### config.mk
export PLATFORM = sky130hd
export DESIGN_NAME = irt_timer
export DESIGN_NICKNAME = d
export VERILOG_FILES = /design/src/hw/irt_pkg.sv /design/src/hw/irt_carrier_if.sv /design/src/hw/irt_prescaler.sv /design/src/hw/irt_carrier.sv /design/src/hw/irt_timer.sv
export SDC_FILE = /design/constraint.sdc
export NUM_CORES = 1
export LEC_CHECK = 0
export BUFFER_PORTS_ARGS = -buffer_cell sky130_fd_sc_hd__buf_2
export CAP_MARGIN = 20
export CORE_ASPECT_RATIO = 0.8
export CORE_UTILIZATION = 40
export CTS_BUF_LIST = sky130_fd_sc_hd__clkbuf_16
export CTS_CLUSTER_SIZE = 20
export DETAILED_ROUTE_END_ITERATION = 16
export GPL_TIMING_DRIVEN = 1
export REMOVE_ABC_BUFFERS = 1
export SLEW_MARGIN = 0
export SYNTH_ARGS = -nofsm -noshare
export SYNTH_HDL_FRONTEND = slang
export SYNTH_HIERARCHICAL = 1
export SYNTH_SLANG_ARGS = --single-unit
### constraint.sdc
create_clock -name clock -period 4.4 [get_ports clock]
set_clock_uncertainty 0.05 [all_clocks]
set_input_delay 0.22 -clock clock [delete_from_list [all_inputs] [get_ports clock]]
set_output_delay 0.22 -clock clock [all_outputs]
set_load 0.01 [all_outputs]
### src/hw/irt_pkg.sv
// Constants, types and shared helpers of the remote-control timer and carrier block
package irt_pkg;

  localparam int CLOCK_PERIOD_NS = 10;
  localparam int REG_W = 10;
  localparam int COUNT_W = 9;
  localparam int PART_W = 5;
  localparam int PART_B_LSB = 5;
  localparam int ENABLE_BIT = 9;
  localparam int CARRIER_DISABLE_BIT = 9;
  localparam int LOW_FIXED_BIT = 9;

  // Timing in system clock periods; CARRIER_STEP is in doubled-clock steps per clock
  localparam int PRESCALE_CYCLES = 64;
  localparam int END_SHORTEN_CYCLES = 4;
  localparam int CARRIER_STEP = 2;

  localparam int PRE_W = 7;
  localparam logic [PRE_W-1:0] PRE_LAST = 7'h7F;
  localparam logic [PRE_W-1:0] PRE_RELOAD = PRE_LAST - PRE_W'(PRESCALE_CYCLES - 1);
  // First decrement arrives 2*64-4 clocks after the load
  localparam logic [PRE_W-1:0] PRE_START =
    PRE_LAST - PRE_W'(2 * PRESCALE_CYCLES - END_SHORTEN_CYCLES - 1);

  localparam logic [COUNT_W-1:0] COUNT_RST = 9'h000;
  localparam logic [COUNT_W-1:0] COUNT_MAX = 9'h1FF;
  localparam logic [COUNT_W-1:0] MOD_RST = 9'h001;
  localparam logic ENABLE_RST = 1'b0;
  localparam logic DISABLE_RST = 1'b0;

  typedef enum logic [3:0] {
    SEL_TIMER_FULL = 4'h0,
    SEL_TIMER_A    = 4'h1,
    SEL_TIMER_B    = 4'h2,
    SEL_LOW_FULL   = 4'h3,
    SEL_LOW_A      = 4'h4,
    SEL_LOW_B      = 4'h5,
    SEL_HIGH_FULL  = 4'h6,
    SEL_HIGH_A     = 4'h7,
    SEL_HIGH_B     = 4'h8
  } irt_sel_t;

  typedef enum logic [2:0] {
    CAR_IDLE = 3'b001,
    CAR_LOW  = 3'b010,
    CAR_HIGH = 3'b100
  } irt_car_state_t;

  // Merge a write into a 10-bit register: full value, part a (bits 4:0) or part b (9:5)
  function automatic logic [REG_W-1:0] irt_merge(input logic [REG_W-1:0] old_value,
                                                 input logic [REG_W-1:0] data,
                                                 input logic [1:0]       which);
    logic [REG_W-1:0] result;
    result = old_value;
    case (which)
      2'd0: result = data;
      2'd1: result[PART_W-1:0] = data[PART_W-1:0];
      default: result[REG_W-1:PART_B_LSB] = data[PART_W-1:0];
    endcase
    return result;
  endfunction

  // Field read: full value, part a or part b in the low bits
  function automatic logic [REG_W-1:0] irt_field(input logic [REG_W-1:0] value,
                                                 input logic [1:0]       which);
    logic [REG_W-1:0] result;
    result = value;
    if (which == 2'd1) begin
      result = {5'h00, value[PART_W-1:0]};
    end else if (which == 2'd2) begin
      result = {5'h00, value[REG_W-1:PART_B_LSB]};
    end
    return result;
  endfunction

endpackage

### src/hw/irt_carrier_if.sv
// Link between the timer core and its carrier generator
`timescale 1ns/100ps
`default_nettype none
interface irt_carrier_if;
  import irt_pkg::*;
  logic                start;
  logic                run;
  logic [COUNT_W-1:0]  high_mod;
  logic [COUNT_W-1:0]  low_mod;
  logic                level;
  logic                active;

  modport timer (output start, output run, output high_mod, output low_mod,
                 input level, input active);
  modport carrier (input start, input run, input high_mod, input low_mod,
                   output level, output active);
endinterface
`default_nettype wire

### src/hw/irt_prescaler.sv
// Divide-by-64 prescaler that paces the down counter
`timescale 1ns/100ps
`default_nettype none
module irt_prescaler (
  input  wire logic clock,
  input  wire logic reset,
  input  wire logic clear,
  input  wire logic load_first,
  input  wire logic load_chain,
  input  wire logic run,
  output var  logic tick
);
  import irt_pkg::*;

  logic [PRE_W-1:0] pre;

  assign tick = run && (pre == PRE_LAST);

  always_ff @(posedge clock) begin
    if (reset || clear) begin
      pre <= PRE_START;
    end else if (load_first) begin
      pre <= PRE_START;
    end else if (load_chain) begin
      pre <= PRE_RELOAD;
    end else if (tick) begin
      pre <= PRE_RELOAD;
    end else if (run) begin
      pre <= pre + 7'h01;
    end
  end

  chk_prescale_reload: assert property (@(posedge clock) disable iff (reset)
    (tick && !clear && !load_first && !load_chain) |=> pre == PRE_RELOAD)
    else $error("prescaler did not reload after a tick");

  chk_first_gap: assert property (@(posedge clock) disable iff (reset)
    (load_first && !clear) |=> pre == PRE_START)
    else $error("first prescaler interval not set on load");

endmodule
`default_nettype wire

### src/hw/irt_carrier.sv
// Carrier generator: half-period counter with separate high and low modulo lengths
`timescale 1ns/100ps
`default_nettype none
module irt_carrier (
  input  wire logic   clock,
  input  wire logic   reset,
  irt_carrier_if.carrier link
);
  import irt_pkg::*;

  irt_car_state_t   state;
  logic [COUNT_W-1:0] acc;
  logic [REG_W-1:0]   phase_len;
  logic [REG_W-1:0]   sum;
  logic               wrap;

  // Two doubled-clock steps per system clock; the leftover carries into the next phase
  always_comb begin
    phase_len = (state == CAR_HIGH) ? {1'b0, link.high_mod} + 10'h001
                                    : {1'b0, link.low_mod} + 10'h001;
    sum = {1'b0, acc} + REG_W'(CARRIER_STEP);
    wrap = (sum >= phase_len);
  end

  always_ff @(posedge clock) begin
    if (reset) begin
      state <= CAR_IDLE;
    end else if (link.start) begin
      state <= CAR_LOW;
    end else begin
      unique case (state)
        CAR_IDLE: state <= CAR_IDLE;
        CAR_LOW: begin
          if (!link.run) begin
            state <= CAR_IDLE;
          end else if (wrap) begin
            state <= CAR_HIGH;
          end
        end
        CAR_HIGH: begin
          if (wrap) begin
            state <= link.run ? CAR_LOW : CAR_IDLE;
          end
        end
        default: state <= CAR_IDLE;
      endcase
    end
  end

  always_ff @(posedge clock) begin
    if (reset || link.start || state == CAR_IDLE) begin
      acc <= COUNT_RST;
    end else if (wrap) begin
      acc <= COUNT_W'(sum - phase_len);
    end else begin
      acc <= sum[COUNT_W-1:0];
    end
  end

  assign link.level = (state == CAR_HIGH);
  assign link.active = (state != CAR_IDLE);

  chk_start_low: assert property (@(posedge clock) disable iff (reset)
    link.start |=> state == CAR_LOW)
    else $error("carrier did not start in its low phase");

  chk_high_finish: assert property (@(posedge clock) disable iff (reset)
    (state == CAR_HIGH && !wrap && !link.start) |=> state == CAR_HIGH)
    else $error("high phase cut short");

  cov_high_to_idle: cover property (@(posedge clock) disable iff (reset)
    state == CAR_HIGH ##1 state == CAR_IDLE);

endmodule
`default_nettype wire

### src/hw/irt_timer.sv
// Remote-control transmission timer: down counter, pin drive, halt release, carrier
`timescale 1ns/100ps
`default_nettype none
module irt_timer (
  input  wire logic                   clock,
  input  wire logic                   reset,
  input  wire logic                   wr_en,
  input  wire irt_pkg::irt_sel_t      wr_sel,
  input  wire logic [irt_pkg::REG_W-1:0] wr_data,
  input  wire irt_pkg::irt_sel_t      rd_sel,
  output var  logic [irt_pkg::REG_W-1:0] rd_data,
  input  wire logic                   stop_mode,
  input  wire logic                   halt_wait,
  output var  logic                   timer_end,
  output var  logic                   halt_release,
  output var  logic                   ir_drive_pin,
  output var  logic                   indicator_pin
);
  import irt_pkg::*;

  logic [COUNT_W-1:0] countdown_bits;
  logic               timer_out_enable;
  logic [COUNT_W-1:0] low_phase_modulo;
  logic [COUNT_W-1:0] high_phase_modulo;
  logic               carrier_disable;

  logic [COUNT_W-1:0] next_count;
  logic               next_enable;
  logic [REG_W-1:0]   next_timer;
  logic [REG_W-1:0]   next_low;
  logic [REG_W-1:0]   next_high;
  logic               timer_load;
  logic               low_load;
  logic               high_load;
  logic               start;
  logic               chain;
  logic               tick;
  logic               running;
  logic [1:0]         wr_part;

  irt_carrier_if car ();

  assign running = (countdown_bits != COUNT_RST);

  // Which part of a register a write or read touches
  function automatic logic [1:0] part_of(input irt_sel_t sel);
    logic [1:0] which;
    which = 2'd0;
    if (sel == SEL_TIMER_A || sel == SEL_LOW_A || sel == SEL_HIGH_A) begin
      which = 2'd1;
    end else if (sel == SEL_TIMER_B || sel == SEL_LOW_B || sel == SEL_HIGH_B) begin
      which = 2'd2;
    end
    return which;
  endfunction

  always_comb begin
    wr_part = part_of(wr_sel);
    timer_load = wr_en && !stop_mode &&
                 (wr_sel == SEL_TIMER_FULL || wr_sel == SEL_TIMER_A || wr_sel == SEL_TIMER_B);
    low_load = wr_en && (wr_sel == SEL_LOW_FULL || wr_sel == SEL_LOW_A || wr_sel == SEL_LOW_B);
    high_load = wr_en &&
                (wr_sel == SEL_HIGH_FULL || wr_sel == SEL_HIGH_A || wr_sel == SEL_HIGH_B);
    next_timer = irt_merge({timer_out_enable, countdown_bits}, wr_data, wr_part);
    next_low = irt_merge({1'b0, low_phase_modulo}, wr_data, wr_part);
    next_high = irt_merge({carrier_disable, high_phase_modulo}, wr_data, wr_part);
    start = timer_load && (next_timer[COUNT_W-1:0] != COUNT_RST);
    // A load onto a still-running count reloads a full 64-clock prescaler interval, so the 4-clock loss
    // of the first interval is paid only once
    chain = start && running;
  end

  always_comb begin
    next_enable = timer_load ? next_timer[ENABLE_BIT] : timer_out_enable;
    if (stop_mode) begin
      next_count = COUNT_RST;
    end else if (timer_load) begin
      if (!chain) begin
        next_count = next_timer[COUNT_W-1:0];
      end else if (next_timer[COUNT_W-1:0] == COUNT_MAX) begin
        next_count = COUNT_MAX;
      end else begin
        next_count = next_timer[COUNT_W-1:0] + 9'h001;
      end
    end else if (tick) begin
      next_count = countdown_bits - 9'h001;
    end else begin
      next_count = countdown_bits;
    end
  end

  always_ff @(posedge clock) begin
    if (reset) begin
      countdown_bits <= COUNT_RST;
      timer_out_enable <= ENABLE_RST;
    end else begin
      countdown_bits <= next_count;
      timer_out_enable <= next_enable;
    end
  end

  always_ff @(posedge clock) begin
    if (reset) begin
      low_phase_modulo <= MOD_RST;
      high_phase_modulo <= MOD_RST;
      carrier_disable <= DISABLE_RST;
    end else begin
      if (low_load) begin
        low_phase_modulo <= next_low[COUNT_W-1:0];
      end
      if (high_load) begin
        high_phase_modulo <= next_high[COUNT_W-1:0];
        carrier_disable <= next_high[CARRIER_DISABLE_BIT];
      end
    end
  end

  // Reads return a field in the low bits; the low modulo's bit 9 always reads zero
  always_ff @(posedge clock) begin
    if (reset) begin
      rd_data <= '0;
    end else begin
      unique case (rd_sel)
        SEL_TIMER_FULL, SEL_TIMER_A, SEL_TIMER_B:
          rd_data <= irt_field({timer_out_enable, countdown_bits}, part_of(rd_sel));
        SEL_LOW_FULL, SEL_LOW_A, SEL_LOW_B:
          rd_data <= irt_field({1'b0, low_phase_modulo}, part_of(rd_sel));
        SEL_HIGH_FULL, SEL_HIGH_A, SEL_HIGH_B:
          rd_data <= irt_field({carrier_disable, high_phase_modulo}, part_of(rd_sel));
        default: rd_data <= '0;
      endcase
    end
  end

  irt_prescaler u_prescaler (
    .clock      (clock),
    .reset      (reset),
    .clear      (stop_mode),
    .load_first (start && !chain),
    .load_chain (chain),
    .run        (running && !stop_mode),
    .tick       (tick)
  );

  assign car.start = start && next_enable && !carrier_disable;
  assign car.run = running && timer_out_enable && !carrier_disable && !stop_mode;
  assign car.high_mod = high_phase_modulo;
  assign car.low_mod = low_phase_modulo;

  irt_carrier u_carrier (
    .clock (clock),
    .reset (reset),
    .link  (car)
  );

  // End and indicator pins follow the count of the same cycle; IR lags its source (count or carrier) by one clock
  always_ff @(posedge clock) begin
    if (reset) begin
      timer_end <= 1'b1;
      indicator_pin <= 1'b1;
      ir_drive_pin <= 1'b0;
    end else begin
      timer_end <= (next_count == COUNT_RST);
      indicator_pin <= !(next_enable && next_count != COUNT_RST);
      ir_drive_pin <= timer_out_enable &&
                      ((running && carrier_disable) || car.level);
    end
  end

  // Timer-wait halt: one release pulse per wait, then the core drops halt_wait
  always_ff @(posedge clock) begin
    if (reset) begin
      halt_release <= 1'b0;
    end else begin
      halt_release <= halt_wait && !running && !halt_release;
    end
  end

  chk_zero_stays: assert property (@(posedge clock) disable iff (reset)
    (!running && !timer_load) |=> !running)
    else $error("stopped timer restarted without a load");

  chk_zero_load_idle: assert property (@(posedge clock) disable iff (reset)
    (timer_load && wr_data[COUNT_W-1:0] == COUNT_RST && wr_sel == SEL_TIMER_FULL)
    |=> !running)
    else $error("zero load started the timer");

  chk_step_one: assert property (@(posedge clock) disable iff (reset)
    (running && !timer_load && !stop_mode) |=>
    (countdown_bits == $past(countdown_bits) || countdown_bits == $past(countdown_bits) - 9'h001))
    else $error("counter moved by more than one");

  chk_tick_spacing: assert property (@(posedge clock) disable iff (reset)
    (tick && !timer_load && !stop_mode) |=> !tick [*8])
    else $error("decrements too close together");

  chk_end_level: assert property (@(posedge clock) disable iff (reset)
    !running |-> timer_end)
    else $error("end signal missing while stopped");

  chk_indicator_run: assert property (@(posedge clock) disable iff (reset)
    (timer_out_enable && running) |-> !indicator_pin)
    else $error("indicator not low while running");

  chk_ir_disabled: assert property (@(posedge clock) disable iff (reset)
    !timer_out_enable |=> !ir_drive_pin)
    else $error("IR pin driven with output enable clear");

  chk_ir_steady: assert property (@(posedge clock) disable iff (reset)
    (timer_out_enable && running && carrier_disable) |=> ir_drive_pin)
    else $error("IR pin not steady high with carrier disabled");

  chk_halt_release: assert property (@(posedge clock) disable iff (reset)
    (halt_wait && !running && !halt_release) |=> halt_release)
    else $error("halt not released at timer end");

  chk_stop_clears: assert property (@(posedge clock) disable iff (reset)
    stop_mode |=> !running)
    else $error("stop standby left a count");

  chk_low_bit_zero: assert property (@(posedge clock) disable iff (reset)
    rd_sel == SEL_LOW_FULL |=> !rd_data[LOW_FIXED_BIT])
    else $error("low modulo bit 9 read as one");

  cov_start: cover property (@(posedge clock) disable iff (reset) start && !chain);
  cov_chain: cover property (@(posedge clock) disable iff (reset) chain);
  cov_release: cover property (@(posedge clock) disable iff (reset) halt_release);
  cov_carrier_end: cover property (@(posedge clock) disable iff (reset)
    car.level && !running);

endmodule
`default_nettype wire

==> reports/qor.txt <==
Status = finished, violations left
Failing checks = design-rule violations
Slew Limit Fails = 0
Worst Hold Class = in2reg
Slowest-stage cell, CP = nor3_1
Reg-to-reg startpoint = countdown_bits[0]
Initial antenna violation count = 0
Critical path peak fanout = 7
Starting DRC count in detailed routing = 408
P_sw = 525 uW
CP startpoint kind = register
RSZ-0062 raised after global routing = no
GRT Total Usage = 0.233
Final Non-Filler Cells = 755
Gate power share = 0.227
Sequential cell fraction of total power = 0.344
Synth cell count leaders = nor2_1 (80), dfxtp_1 (62), a21oi_1 (26), nand2_1 (26)
Area grow syn2layout = 9.81%
Post-Syn Area = 0.00488 mm2
Hold Vio Cnt, Final = 0
Final instance area = 0.00536 mm2
Routability cong. = 0.837
Int Pwr = 1210 uW
Cell count of the worst reg-to-reg path = 16
# DRC = 2
Post-synth top area share = 0.254
Routed WL = 14.1 mm
NumNets Final = 642
Peak VDD IR = 0.214 mV
Share of cells above drive strength 1 = 0.165
Initial DRT Pass Iterations = 13
Worst setup margin = 0.583 ns
#FFs+latches synth = 62
Pin count of the biggest net entering global routing = 39
WP data required = 4.61 ns
Grt total ovfl = 0
Via/cell ratio = 6.10
Row count = 35
Worst path bufs/invs = 1
R2R Path End = timer_end
Post-CTS Resized = 0
IO Port Bufs = 36
Setup WS pre-CTS = 0.601 ns
CTS sink cnt = 62
Clk pwr share = 0.429
Critical path origin = countdown_bits[0]
Gate Count Post-Synth = 583
Fmax = 262 MHz
CTS Hold Bufs = 0
Setup crit end = timer_end
CTS Buf Count = 9
Yosys cell types = 87
Vias = 4603
Clk Latency, worst-skew pair = 0.34 ns
Cell family with most CP delay = simple AND/OR/NAND/NOR gates
Inserted Diodes = 0
CTS max path bufs = 2
Crit path largest cell delay = 0.55 ns
Main flop type after synthesis = dfxtp_1
Fill count = 1155
Synth top area cells = dfxtp_1 (25%), nor2_1 (6.1%), mux2i_1 (4.7%), ha_1 (4.1%), xor2_1 (3.0%)
Pwr dens = 323 mW/mm2
Reg-to-reg slack, setup = 0.58 ns
First-pass GRT wire length = 22.9 mm
Core area = 0.0117 mm2
Antenna Nets Post-Route = 0
Sum Neg Setup Slack = 0 ns
Post-synth EDFFs = 0
Asr flop ratio synth = 0
Die Width = 126 um
CP Data Arrival Time = 4.03 ns
LEAKAGE = 0.00197 uW
Post-route minimum period = 3.82 ns
Fin crit share = 0.867
CTS clk-pin slew, worst paths = 0.05 ns
Initial Util = 0.418
Syn avg cell area = 8.38 um2
Stages on worst setup path = 16
CP endpoint kind = register
Vias in the first global route = 4277
Critical path class = reg2reg
Max Cap Viol = 0
WL per Instance = 18.7 um
DIE AREA = 0.0127 mm2
Yosys warning count = 6
Io pins = 37
Root Buffer Master = clkbuf_16
Sw frac = 0.303
Synth area leader = dfxtp_1
Final setup vio count = 0
Count leader, synth = nor2_1
Die Y = 101 um
Worst-margin pin slew = 0.893 ns
Post-DP Area = 0.00506 mm2
CP Cell Sequence = inv_1, ha_1, nand2b_1, nor4_1, nor2_1, nand3_1, nor3_1, or3b_2, nor4_1, xnor2_1, nor2_1, a211oi_2, o22a_1, o2111ai_1, a211o_1, o21bai_1
Setup Fix Bufs, Post-CTS = 0
CTS tree = done
H-tree depth = 3
Sequential cell area fraction in the yosys report = 0.254
Final HPWL DP = 10.4 mm
Dpl cells = 739
Slew margin rel. = 0.400
-- state kept, by name, summed over array words and instances (netlist names) --
signal / count
u_prescaler/pre: 7
rd_data: 10
halt_release: 1
carrier_disable: 1
ir_drive_pin: 1
car.low_mod: 9
u_carrier/state: 3
timer_out_enable: 1
countdown_bits: 9
u_carrier/acc: 9
timer_end: 1
indicator_pin: 1
car.high_mod: 9
-- power groups by stage --
stage / Sequential [uW] / Clock [uW] / Combinational (uW)
2_1_floorplan: 603 / 0 / 269
3_3_place_gp: 607 / 0 / 376
3_5_place_dp: 607 / 0 / 384
4_1_cts: 595 / 753 / 387
5_1_grt: 598 / 781 / 432
6_report: 596 / 742 / 394
-- worst min-delay path by stage --
stage,start,end,slack (ns),depth (start not counted)
after floorplan,reset,countdown_bits[7],0.24,1
after global placement,halt_release,halt_release,0.36,1
after detailed placement,halt_release,halt_release,0.37,1
after CTS,halt_wait,halt_release,0.10,2
after global routing,halt_wait,halt_release,0.10,2
final,halt_wait,halt_release,0.10,2
-- metal layers --
metal / global-route usage / share of wire
met5: 0 / 0
met4: 0.0638 / 0.010
met3: 0.0504 / 0.071
met2: 0.351 / 0.42
met1: 0.333 / 0.50
-- cell families (layout without fill, tap and decap cells) --
group | after synthesis | after routing | synth area share
AO/OA/AOI/OAI | 157 | 157 | 0.257
flip-flops | 62 | 62 | 0.254
multiplexers | 27 | 27 | 0.0569
adder cells (fa/ha/maj) | 17 | 17 | 0.0451
AND/OR/NAND/NOR | 233 | 233 | 0.263
buffers and inverters | 54 | 78 | 0.0648
XOR/XNOR | 33 | 33 | 0.0592
-- cell type report --
cell class / instances / area (um2) / share of cell area
Inverter: 19 / 71.3 / 0.0133
Multi-Input combinational cell: 467 / 3330 / 0.620
Clock buffer: 9 / 225 / 0.0420
Clock inverter: 7 / 81.3 / 0.0152
Timing Repair Buffer: 43 / 233 / 0.0434
Tap cell: 148 / 185 / 0.0345
Sequential cell: 62 / 1240 / 0.231
-- layout by cell type (no fill, tap or decap), types with 9 or more instances in the layout --
| master | netlist | final |
|---|---|---|
| a211oi_1 | 18 | 18 |
| a21oi_1 | 26 | 26 |
| a222oi_1 | 9 | 9 |
| buf_2 | 3 | 36 |
| clkbuf_16 | 0 | 9 |
| dfxtp_1 | 62 | 62 |
| ha_1 | 16 | 16 |
| inv_1 | 17 | 19 |
| mux2i_1 | 23 | 23 |
| nand2_1 | 26 | 26 |
| nand2b_1 | 9 | 9 |
| nand3_1 | 23 | 23 |
| nor2_1 | 80 | 80 |
| nor2b_1 | 13 | 13 |
| nor3_1 | 19 | 19 |
| nor4b_1 | 9 | 9 |
| o21ai_0 | 12 | 12 |
| xnor2_1 | 16 | 16 |
| xor2_1 | 17 | 17 |
-- per-stage QoR --
| stage | total power [uW] | utilization | hold WS (ns) |
|---|---|---|---|
| floorplan | 872 | - | 0.242 |
| global placement | 983 | 0.432 | 0.358 |
| detailed placement | 991 | 0.432 | 0.369 |
| CTS | 1740 | 0.459 | 0.103 |
| global route | 1810 | 0.459 | 0.102 |
| finish | 1730 | 0.459 | 0.105 |
No activity file was read; power rests on OpenSTA's default activity.
